### config.mk
export PLATFORM = sky130hd
export DESIGN_NAME = apbr_slave
export DESIGN_NICKNAME = d
export VERILOG_FILES = /design/src/rtl/apbr_pkg.sv /design/src/rtl/apbr_bank.sv /design/src/rtl/apbr_slave.sv
export VERILOG_INCLUDE_DIRS = /design/src /design/src/rtl
export SDC_FILE = /design/constraint.sdc
export NUM_CORES = 1
export LEC_CHECK = 0
export ABC_AREA = 1
export BUFFER_PORTS_ARGS = -buffer_cell sky130_fd_sc_hd__clkbuf_2
export CORE_UTILIZATION = 23
export CTS_CLUSTER_DIAMETER = 100
export CTS_CLUSTER_SIZE = 40
export DETAILED_ROUTE_END_ITERATION = 8
export GPL_TIMING_DRIVEN = 0
export PLACE_DENSITY = 0.38
export SLEW_MARGIN = 40
export SYNTH_ARGS = -nofsm -noshare
export SYNTH_HDL_FRONTEND = slang
export SYNTH_SLANG_ARGS = --single-unit
### constraint.sdc
create_clock -name sys_clk -period 1.35 [get_ports sys_clk]
set_input_delay 0.135 -clock sys_clk [delete_from_list [all_inputs] [get_ports sys_clk]]
set_output_delay 0.135 -clock sys_clk [all_outputs]
set_load 0.01 [all_outputs]
### src/rtl/apbr_cfg.svh
// Constants of the register access block: address map, widths, reset values.
// Assumes it is included by the package and the design modules only.
`ifndef APBR_CFG_SVH
`define APBR_CFG_SVH

`define APBR_ADDR_W 8
`define APBR_NUM_REGS 4
`define APBR_REG_W 33
`define APBR_WORD_BYTES 3'h4
`define APBR_RESET_VAL 33'h000000000
`define APBR_PRDATA_RESET 32'h00000000
`define APBR_ADDR_LSB 2

`endif

### src/rtl/apbr_pkg.sv
// Types shared by the register access block.
// Assumes apbr_cfg.svh sits on the include path.
`include "apbr_cfg.svh"

package apbr_pkg;

    typedef struct packed {
        logic psel;
        logic penable;
        logic pwrite;
        logic [`APBR_ADDR_W-1:0] paddr;
    } apbr_ctl_type;

    typedef enum logic [2:0] {
        APBR_IDLE = 3'h1,
        APBR_SETUP = 3'h2,
        APBR_ACCESS = 3'h4
    } apbr_phase_type;

endpackage

### src/rtl/apbr_bank.sv
// Register storage with per-byte write enables; register values are driven straight from the storage.
// Assumes one clock and the enables below come from the access decoder.
`timescale 1ns/1ps
`include "apbr_cfg.svh"

module apbr_bank #(
    parameter int NUM_REGS = `APBR_NUM_REGS,
    parameter int REG_W = `APBR_REG_W,
    parameter int NBYTES = (REG_W + 7) / 8
) (
    input wire logic sys_clk,
    input wire logic nrst,
    input wire logic [NUM_REGS-1:0] reg_sel,
    input wire logic [NBYTES-1:0] byte_we,
    input wire logic [NBYTES*8-1:0] wr_data,
    output logic [NUM_REGS*REG_W-1:0] reg_values
);

    logic [NBYTES*8-1:0] mem [NUM_REGS];

    genvar gr;
    genvar gb;
    generate
        for (gr = 0; gr < NUM_REGS; gr++) begin : g_reg
            for (gb = 0; gb < NBYTES; gb++) begin : g_byte
                always_ff @(posedge sys_clk or negedge nrst) begin
                    if (!nrst) begin
                        mem[gr][gb*8 +: 8] <= 8'h00;
                    end else if (reg_sel[gr] && byte_we[gb]) begin
                        mem[gr][gb*8 +: 8] <= wr_data[gb*8 +: 8];
                    end
                end
            end
            assign reg_values[gr*REG_W +: REG_W] = mem[gr][REG_W-1:0];
        end
    endgenerate

endmodule

### src/rtl/apbr_slave.sv
// APB slave register access: decode, byte enables, registered read-back.
// Assumes an APB bridge master on sys_clk with no wait states.
//
// Notes on behaviour
// - On 8-bit bus, 25..32-bit registers take four transfers, low byte first.
// - On 8-bit bus every low address bit is decoded to pick a byte.
// - Each transfer: setup with enable low, then access with enable high.
// - Writes commit in the access phase, when enable is high.
// - Write enable needs address match with select, write and enable all high.
// - Wide registers get byte write enables for the low four bytes only on buses up to 32 bits; one write on a 32-bit bus sets 32 bits.
// - Read enable: address match, select high, write and enable low.
// - Read value is captured in a register and driven to the master.
// - The read happens in the setup cycle; data ready for access phase.
// - Outside a read setup cycle the read data holds its last value.
// - Unused addresses and bits read zero; no error is signalled.
// - Writes to bits above a register's width have no effect.
// - Each register sits on a 32-bit aligned address at any bus width.
`timescale 1ns/1ps
`include "apbr_cfg.svh"

module apbr_slave #(
    parameter int DATA_W = 32,
    parameter int NUM_REGS = `APBR_NUM_REGS,
    parameter int REG_W = `APBR_REG_W
) (
    input wire logic sys_clk,
    input wire logic nrst,
    input wire apbr_pkg::apbr_ctl_type ctl,
    input wire logic [DATA_W-1:0] pwdata,
    output logic [DATA_W-1:0] prdata,
    output logic pready,
    output logic pslverr,
    output logic [NUM_REGS*REG_W-1:0] reg_values,
    output logic [NUM_REGS-1:0] reg_wr_en,
    output logic [NUM_REGS-1:0] reg_rd_en
);

    localparam int NBYTES = (REG_W + 7) / 8;
    localparam int WORD_W = NBYTES * 8;
    localparam int LANES = DATA_W / 8;
    localparam int LANE_LSB = $clog2(LANES);

    logic wr_access;
    logic rd_setup;
    logic [NUM_REGS-1:0] reg_sel;
    logic [NBYTES-1:0] byte_we;
    logic [WORD_W-1:0] wr_word;
    logic [WORD_W-1:0] rd_word;
    logic [DATA_W-1:0] next_prdata;
    logic [`APBR_ADDR_W-1:0] word_addr;
    logic [`APBR_ADDR_W-1:0] sub_addr;

    assign word_addr = ctl.paddr >> `APBR_ADDR_LSB;
    // low bits kept for byte pick
    assign sub_addr = ctl.paddr & `APBR_ADDR_W'(3);

    genvar gr;
    generate
        for (gr = 0; gr < NUM_REGS; gr++) begin : g_dec
            assign reg_sel[gr] = (word_addr == `APBR_ADDR_W'(gr));
        end
    endgenerate

    assign wr_access = ctl.psel && ctl.penable && ctl.pwrite;
    assign rd_setup = ctl.psel && !ctl.penable && !ctl.pwrite;
    assign reg_wr_en = wr_access ? reg_sel : '0;
    assign reg_rd_en = rd_setup ? reg_sel : '0;

    assign pready = 1'b1;
    assign pslverr = 1'b0;

    always_comb begin
        int base;
        base = 0;
        byte_we = '0;
        wr_word = '0;
        if (LANES < 4) begin
            base = int'(sub_addr) & ~(LANES - 1);
        end
        for (int b = 0; b < LANES; b++) begin
            if (base + b < NBYTES) begin
                byte_we[base + b] = wr_access;
                wr_word[(base + b)*8 +: 8] = pwdata[b*8 +: 8];
            end
        end
    end

    apbr_bank #(
        .NUM_REGS(NUM_REGS),
        .REG_W(REG_W),
        .NBYTES(NBYTES)
    ) u_bank (
        .sys_clk(sys_clk),
        .nrst(nrst),
        .reg_sel(reg_wr_en),
        .byte_we(byte_we),
        .wr_data(wr_word),
        .reg_values(reg_values)
    );

    always_comb begin
        int base;
        base = 0;
        rd_word = '0;
        for (int r = 0; r < NUM_REGS; r++) begin
            if (reg_sel[r]) begin
                rd_word[REG_W-1:0] = reg_values[r*REG_W +: REG_W];
            end
        end
        if (LANES < 4) begin
            base = int'(sub_addr) & ~(LANES - 1);
        end
        next_prdata = '0;
        for (int b = 0; b < LANES; b++) begin
            if (base + b < NBYTES) begin
                next_prdata[b*8 +: 8] = rd_word[(base + b)*8 +: 8];
            end
        end
    end

    always_ff @(posedge sys_clk or negedge nrst) begin
        if (!nrst) begin
            prdata <= '0;
        end else if (rd_setup) begin
            prdata <= next_prdata;
        end
    end

endmodule

==> impl_results.md, run 1 <==
- Run status: complete, no violations
- Final hold vios: 0
- Iteration-0 DRC Markers: between 500 and 600
- R2R cell count: 4
- Total wire length: between 30,000 and 40,000 um
- Ant. Diodes: 0
- Pwr dens: approximately 1100 mW/mm^2
- WS Path Type: in -> out
- Max stage delay on crit path: ~0.23 ns
- Register area share after synthesis: a little over half
- Worst hold path type: in -> async
- Setup Skew: between 0.01 and 0.015 ns
- Post-Syn Area: between 0.007 and 0.008 mm^2
- R2R Path End: prdata[0]
- Crit path max-delay family: simple AND/OR/NAND/NOR gates
- Fmax: 755 MHz
- # DRC: 0
- Setup Slack @ Placement: -0.615 ns
- Core Region: around 0.032 mm^2
- Worst Tran Pin Value: 0.811 ns
- Ratio of cells with drive above 1 in the final layout: between 20 and 30%
- First drt pass iteration count: 5
- Number of enable flip-flop cells after synthesis: 0
- Sw Pwr: 0.00340 W
- Max Slew Vio Count: 0
- Worst-path fanout max: 10
- CTS buffer count: 17
- Clock power share: roughly 44%
- Period utilization: a little over nine tenths
- Post-Synthesis Cells: 940
- Vias per inst: around 4.5
- First-pass GRT wire length: between 40,000 and 50,000 um
- H-tree levels: 4
- R2R setup slack: slightly below 0.4 ns
- Critical Path, Cell by Cell: clkbuf_2 -> nor2_4 -> nand3_2 -> nor2_4 -> buf_6 -> clkbuf_2
- DP Wirelength: around 24,000 um
- Die width: about 180 um
- Final #Nets: approximately 1,300
- Gpl congestion: between 0.7 and 0.8
- Num rows: 65
- Die ar.: around 0.034 mm^2
- Total power: 0.0115 W
- CTS tree: done
- Grt total ovfl: 0
- Fin util: around a third
- Die height: ~180 um
- I/O pin cnt: roughly 220
- Slowest CP cell: nor2_4
- Clock insertion delay at the later pin of the skew report: 0.43 ns
- Setup TNS: 0 ns
- Worst Path Buf+Inv: 3
- Initial antenna violation count: 0
- Clk root buf: clkbuf_16
- Largest net degree at the start of global routing: slightly below 50
- Syn_area_per_cell: 8.02 um^2
- PortBufs: 209
- Post-route cell area: roughly 0.011 mm^2
- Post-synth top area cell: dfrtp_1
- Worst vdd ir: around 0.77 mV
- Wire per inst: roughly 20 um
- CTS sink count: between 150 and 200
- Post-route ant nets: 0
- Placed Area: roughly 0.009 mm^2
- Worst setup EP type: output pin
- Comb power frac: a little over a tenth
- Ys async rst share: between 90% and 100%
- Worst setup SP type: primary input
- Gr usage total: slightly above 20%
- Int Pwr: roughly 0.0081 W
- Vias in the first global route: approximately 7,500
- Tmin final: 1.32 ns
- Max cap viols: 0
- Layout area overhead: 40.2%
- Clock-pin transition on the worst setup and hold timing paths: 0.07 ns
- Sequential share of power: between 40% and 50%
- Share of the synthesized area in the top cell type: 53.1%
- Post-synth cell types: 22
- Synth top area cells: dfrtp_1 53%, nand2_1 21%, o21ai_0 6.0%, nor2_1 3.4%, o211ai_1 3.2%
- Pleak: 6.04 nW
- Syn. warnings: 0
- Total number of vias: 7,509
- Clock Tree Buf Depth: 2
- Worst reg2reg startpoint: u_bank.reg_values[0]
- Main synth FF type: dfrtp_1
- Unrepaired setup endpoints after global routing: yes
- Worst Path Required: between 1 and 1.5 ns
- Setup violators final: 0
- Yosys reg bits: 160
- Setup ws final: between 0.02 and 0.03 ns
- Critical path data arrival time: about 1.2 ns
- Initial cell density of the core: about a quarter
- Slew HR: around 46%
- Sw Ratio: around 30%
power groups by stage:
stage	Clock, W	Sequential (W)	Combinational [W]
global route	0.00543	0.00521	0.00137
CTS	0.00520	0.00518	0.00126
global placement	0	0.00528	0.00108
finish	0.00507	0.00518	0.00124
floorplan	0	0.00530	0.000360
detailed placement	0	0.00527	0.00112
cells by family (layout without fill, tap and decap cells):
| group | count (synthesis) | after routing | synth area share [%] |
|---|---|---|---|
| compound gates | 160 | 160 | 12.7 |
| buf+inv | 83 | 387 | 5.41 |
| flops | 160 | 160 | 53.1 |
| other cells | 2 | 6 | 0.0996 |
| simple gates | 535 | 535 | 28.7 |
cells in the mapped netlist, types with 3 or more instances:
library cell and n:
a21boi_0 28, a21boi_1 4, buf_2 22, buf_4 18, clkbuf_1 31, dfrtp_1 160, inv_1 7, inv_2 3
nand2_1 420, nand3_2 3, nand4_1 32, nor2_1 69, nor2_2 5, nor2_4 3, o211ai_1 32, o21ai_0 91
o21ai_1 5
cell usage in the layout (no fill, tap or decap), drive strengths merged:
cell	count
a21boi	32
buf	71
bufinv	1
clkbuf	258
clkinv	2
clkinvlp	2
conb	6
dfrtp	160
dlygate4sd3	33
inv	20
nand2	420
nand3	5
nand4	33
nor2	77
o211ai	32
o21ai	96
flip-flops by register name (all words and copies together) (netlist names):
name	count
u_bank.reg_values	128
prdata	32
layout make-up:
type	count	area [um^2]
Fill cell	3483	21300
Sequential cell	160	4000
Multi-Input combinational cell	701	3210
Timing Repair Buffer	273	1700
Tap cell	435	544
Buffer	72	484
Clock buffer	17	425
Clock inverter	15	166
Inverter	10	40.0
worst max-delay path by stage:
stage                        from           end  cells past startpoint
final                      ctl[5]  reg_wr_en[2]                      6
after global routing       ctl[4]  reg_rd_en[0]                      8
after CTS                  ctl[4]  reg_wr_en[2]                      6
after detailed placement  ctl[10]  reg_rd_en[0]                      7
after global placement       nrst    prdata[26]                      1
after floorplan            ctl[3]     prdata[1]                     10
through the flow:
stage / hold slack [ns] / std cells
2_1_floorplan: -0.161 / 944
3_3_place_gp: 0.398 / 1588
3_5_place_dp: 0.0608 / 1591
4_1_cts: 0.145 / 1672
5_1_grt: 0.163 / 1683
6_report: 0.150 / 1683
repair_timing:
action | 4_1_cts | 5_1_grt
pin swaps | 9 | 6
hold endpoints to repair | 248 | 0
setup buffers | 17 | 11
endpoints found under the setup margin | 26 | 17
hold buffers | 33 | 0
gates resized for setup | 41 | 7
layer usage:
layer | track usage [%] | wire [um] | vias to the layer above
met5 | 0 | 0 | -
met4 | 5.77 | 636 | 0
met3 | 3.44 | 1550 | 32
met2 | 31.7 | 15100 | 222
met1 | 29.4 | 16600 | 3631
li1 | - | - | 3624
No activity file was read; power rests on OpenSTA's default activity.
==> inputs of run 2 (changes only) <==
- SYNTH_HIERARCHICAL: not set -> 1
==> run 2 against run 1 <==
Cell area increased by 2.5%. Fmax decreased by 0.30%. Clock skew decreased by 0.00076 ns. Sequential power decreased by 3%. Non-clock buffer count decreased by 10. Synthesized cell count increased by 3.3%. Critical path depth increased by 2. Clock power increased by 5.1%. Largest power group is now clock. Synthesized area increased by 3.4%. Sequential share of layout area about the same.
==> impl_results.md, run 2 <==
- Post-synth top area cell: dfrtp_1 (unchanged)
- Synth top area cells: dfrtp_1 53%, nand2_1 18%, nand3_1 11%, nand4_1 5.1%, nor2_1 3.5% (was dfrtp_1 53%, nand2_1 21%, o21ai_0 6.0%, nor2_1 3.4%, o211ai_1 3.2%)
- Syn_area_per_cell: 8.03 um^2 (was 8.02 um^2)
- CP dominant cell by count: nand2_1
- Gpl congestion: 0.738 (was 0.751)
- Placed Area: 0.00966 mm^2 (was 0.00923 mm^2)
- Run status: complete, no violations (unchanged)
- Total wire length: 36,100 um (was 33,900 um)
- Clock-pin transition on the worst setup and hold timing paths: 0.07 ns (about the same)
- CTS sink count: 164 (was 160)
- Worst Tran Pin Value: 0.795 ns (was 0.811 ns)
- Critical path data arrival time: 1.72 ns (was 1.19 ns)
- Grt total ovfl: 0 (unchanged)
- Total number of vias: 7,927 (was 7,509)
- Register area share after synthesis: 52.6% (was 53.1%)
- Worst hold path type: in -> async (unchanged)
- WS Path Type: in -> reg (was in -> out)
- Layout area overhead: 38.9% (was 40.2%)
- Clock Tree Buf Depth: 2 (unchanged)
- Ant. Diodes: 0 (unchanged)
- Gr usage total: 21.3% (was 20.5%)
- Post-route ant nets: 0 (unchanged)
- Tmin final: 1.33 ns (was 1.32 ns)
- PortBufs: 213 (was 209)
- Worst Path Required: 1.74 ns (was 1.22 ns)
- Ys async rst share: 100% (unchanged)
- Placed cells: 1,640 (was 1,591)
- H-tree levels: 4 (unchanged)
- Initial antenna violation count: 0 (unchanged)
- Main synth FF type: dfrtp_1 (unchanged)
- Setup Slack @ Placement: -0.893 ns (was -0.615 ns)
- Final hold vios: 0 (unchanged)
- Vias in the first global route: 7,676 (was 7,462)
- Vias per inst: 4.63 (was 4.46)
- CTS tree: done (unchanged)
- CTS buffer count: 17 (unchanged)
- Unrepaired setup endpoints after global routing: yes (unchanged)
- Setup violators final: 0 (unchanged)
- Num rows: 67 (was 65)
- Initial cell density of the core: 23.3% (was 23.7%)
- Period utilization: 98.4% (was 98.1%)
- Iteration-0 DRC Markers: 558 (was 529)
- Clock insertion delay at the later pin of the skew report: 0.44 ns (was 0.43 ns)
- I/O pin cnt: 219 (unchanged)
- Fmax: 752 MHz (was 755 MHz)
- DP Wirelength: 25,000 um (was 23,500 um)
- Max Slew Vio Count: 0 (unchanged)
- Final #Nets: 1,299 (was 1,280)
- Most common cell after layout, fill and taps aside: nand2_1 (unchanged)
- Number of enable flip-flop cells after synthesis: 0 (unchanged)
- First drt pass iteration count: 5 (unchanged)
- Largest net degree at the start of global routing: 57 (was 49)
- Slowest CP cell: clkbuf_1 (was nor2_4)
- Max reg flops: 132 (was 128)
- Most frequent cells in the layout: 369 x nand2_1, 214 x clkbuf_2, 164 x nand3_1, 164 x dfrtp_1, 66 x nor2_1 (was 419 x nand2_1, 211 x clkbuf_2, 160 x dfrtp_1)
- Setup Skew: 0.0100 ns (was 0.0108 ns)
- Ratio of cells with drive above 1 in the final layout: 28.0% (was 27.0%)
- Total power: 0.0113 W (was 0.0115 W)
- Setup ws final: 0.0210 ns (was 0.0250 ns)
- # fillers: 3,672 (was 3,483)
- Top-count cell post-synth: nand2_1 (unchanged)
- Clk root buf: clkbuf_16 (unchanged)
- Wire per inst: 21.1 um (was 20.1 um)
- Post-Synthesis Cells: 971 (was 940)
- Max stage delay on crit path: 0.50 ns (was 0.23 ns)
- Syn. warnings: 6 (was 0)
- Post-Syn Area: 0.00780 mm^2 (was 0.00754 mm^2)
- Post-route cell area: 0.0108 mm^2 (was 0.0106 mm^2)
- Yosys reg bits: 164 (was 160)
- Post-synth cell types: 18 (was 22)
- Die width: 186 um (was 183 um)
- R2R cell count: 4 (unchanged)
- Max cap viols: 0 (unchanged)
- Final non-filler cell total: 1,712 (was 1,683)
- Commonest cells post-synth: 381 x nand2_1, 168 x nand3_1, 164 x dfrtp_1, 72 x nor2_1, 64 x nand4_1 (was 420 x nand2_1, 160 x dfrtp_1, 91 x o21ai_0, 69 x nor2_1)
- Fin util: 32.4% (was 33.2%)
- Worst setup SP type: primary input (unchanged)
- Pleak: 6.08 nW (was 6.04 nW)
- Die ar.: 0.0347 mm^2 (was 0.0335 mm^2)
- # DRC: 0 (unchanged)
- Share of the synthesized area in the top cell type: 52.6% (was 53.1%)
- Worst setup EP type: flop (was output pin)
- Worst vdd ir: 0.868 mV (was 0.767 mV)
- Pwr dens: 1040 mW/mm^2 (was 1090 mW/mm^2)
- Slew HR: 47.0% (was 45.9%)
- First-pass GRT wire length: 52,500 um (was 49,900 um)
- Die height: 186 um (was 183 um)
- Critical Path, Cell by Cell: clkbuf_2 -> nor2_4 -> buf_4 -> clkbuf_1 -> nand4_1 -> nand3_1 -> nand2_1 -> nand2_1 (was clkbuf_2 -> nor2_4 -> nand3_2 -> nor2_4 -> buf_6 -> clkbuf_2)
- Core Region: 0.0334 mm^2 (was 0.0319 mm^2)
- Worst-path fanout max: 10 (unchanged)
run 2: cell types whose count changed in the layout (fill, tap and decap cells not counted), sizes merged, moves of 4 or more:
| cell | change |
|---|---|
| a21boi | -32 |
| nand3 | +163 |
| clkinv | +5 |
| nand2 | -39 |
| buf | +9 |
| dfrtp | +4 |
| clkbuf | -19 |
| inv | -15 |
| nand4 | +32 |
| o21ai | -96 |
run 2: final timing paths:
kind	startpoint	slack [ns]	end
max in group asynchronous	nrst	0.39	u_bank/reg_values[69]
setup / recovery	ctl[5]	0.02	prdata[0]
hold / removal	nrst	0.17	u_bank/reg_values[118]
setup reg to reg	u_bank/reg_values[83]	0.38	prdata[17]
hold reg to reg	prdata[30]	0.48	prdata[30]
min in group sys_clk	ctl[2]	0.23	prdata[16]
run 2: layout make-up:
cell class / instances / area (um^2) / area share [%]
plain buffers: 73 / 522 / 4.82
clock buffers: 17 / 425 / 3.93
clock inverters: 12 / 185 / 1.71
inverters: 5 / 18.8 / 0.173
multi-input cells: 731 / 3420 / 31.5
flip-flops and latches: 164 / 4100 / 37.9
well taps: 448 / 561 / 5.17
repair buffers: 262 / 1600 / 14.8
run 2: critical path, delay by kind of cell:
kind	cells	cell delay [ns]
buf+inv	3	0.80
simple gates	5	0.77
run 2: cell families after synthesis:
kind of cell / Yosys count / share of synthesized area, %
other: 2 / 0.0963
DFF: 164 / 52.6
and+or+nand+nor: 692 / 38.5
buffers and inverters: 81 / 5.76
AOI/OAI and AO/OA: 32 / 3.08
run 2: per-stage QoR:
step | hold WS, ns | TNS (ns)
detailed placement | 0.0769 | -94.46
floorplan | -0.161 | -0.444
global route | 0.171 | -0.667
global placement | 0.423 | -651.17
finish | 0.166 | 0
CTS | 0.157 | -0.00754
run 2: per-layer routing:
| metal | GRT usage [%] | vias up | wire length (um) |
|---|---|---|---|
| met2 | 33.8 | 256 | 16800 |
| met4 | 5.05 | 0 | 414 |
| met5 | 0 | - | 0 |
| met1 | 29.6 | 3832 | 16800 |
| met3 | 4.17 | 28 | 2030 |
| li1 | - | 3811 | - |
run 2: what timing repair did:
action / in CTS / in global routing
pin swaps: 7 / 4
endpoints found under the hold margin: 246 / 0
setup buffers: 9 / 4
resized for setup: 21 / 20
setup endpoints to repair: 127 / 72
hold buffers: 33 / 0
run 2: where the power goes:
part / leakage, nW / internal [W] / total (W) / switching (W)
Combinational: 3.50 / 0.000321 / 0.000990 / 0.000669
Sequential: 2.29 / 0.00496 / 0.00500 / 0.0000430
Clock: 0.295 / 0.00308 / 0.00533 / 0.00224
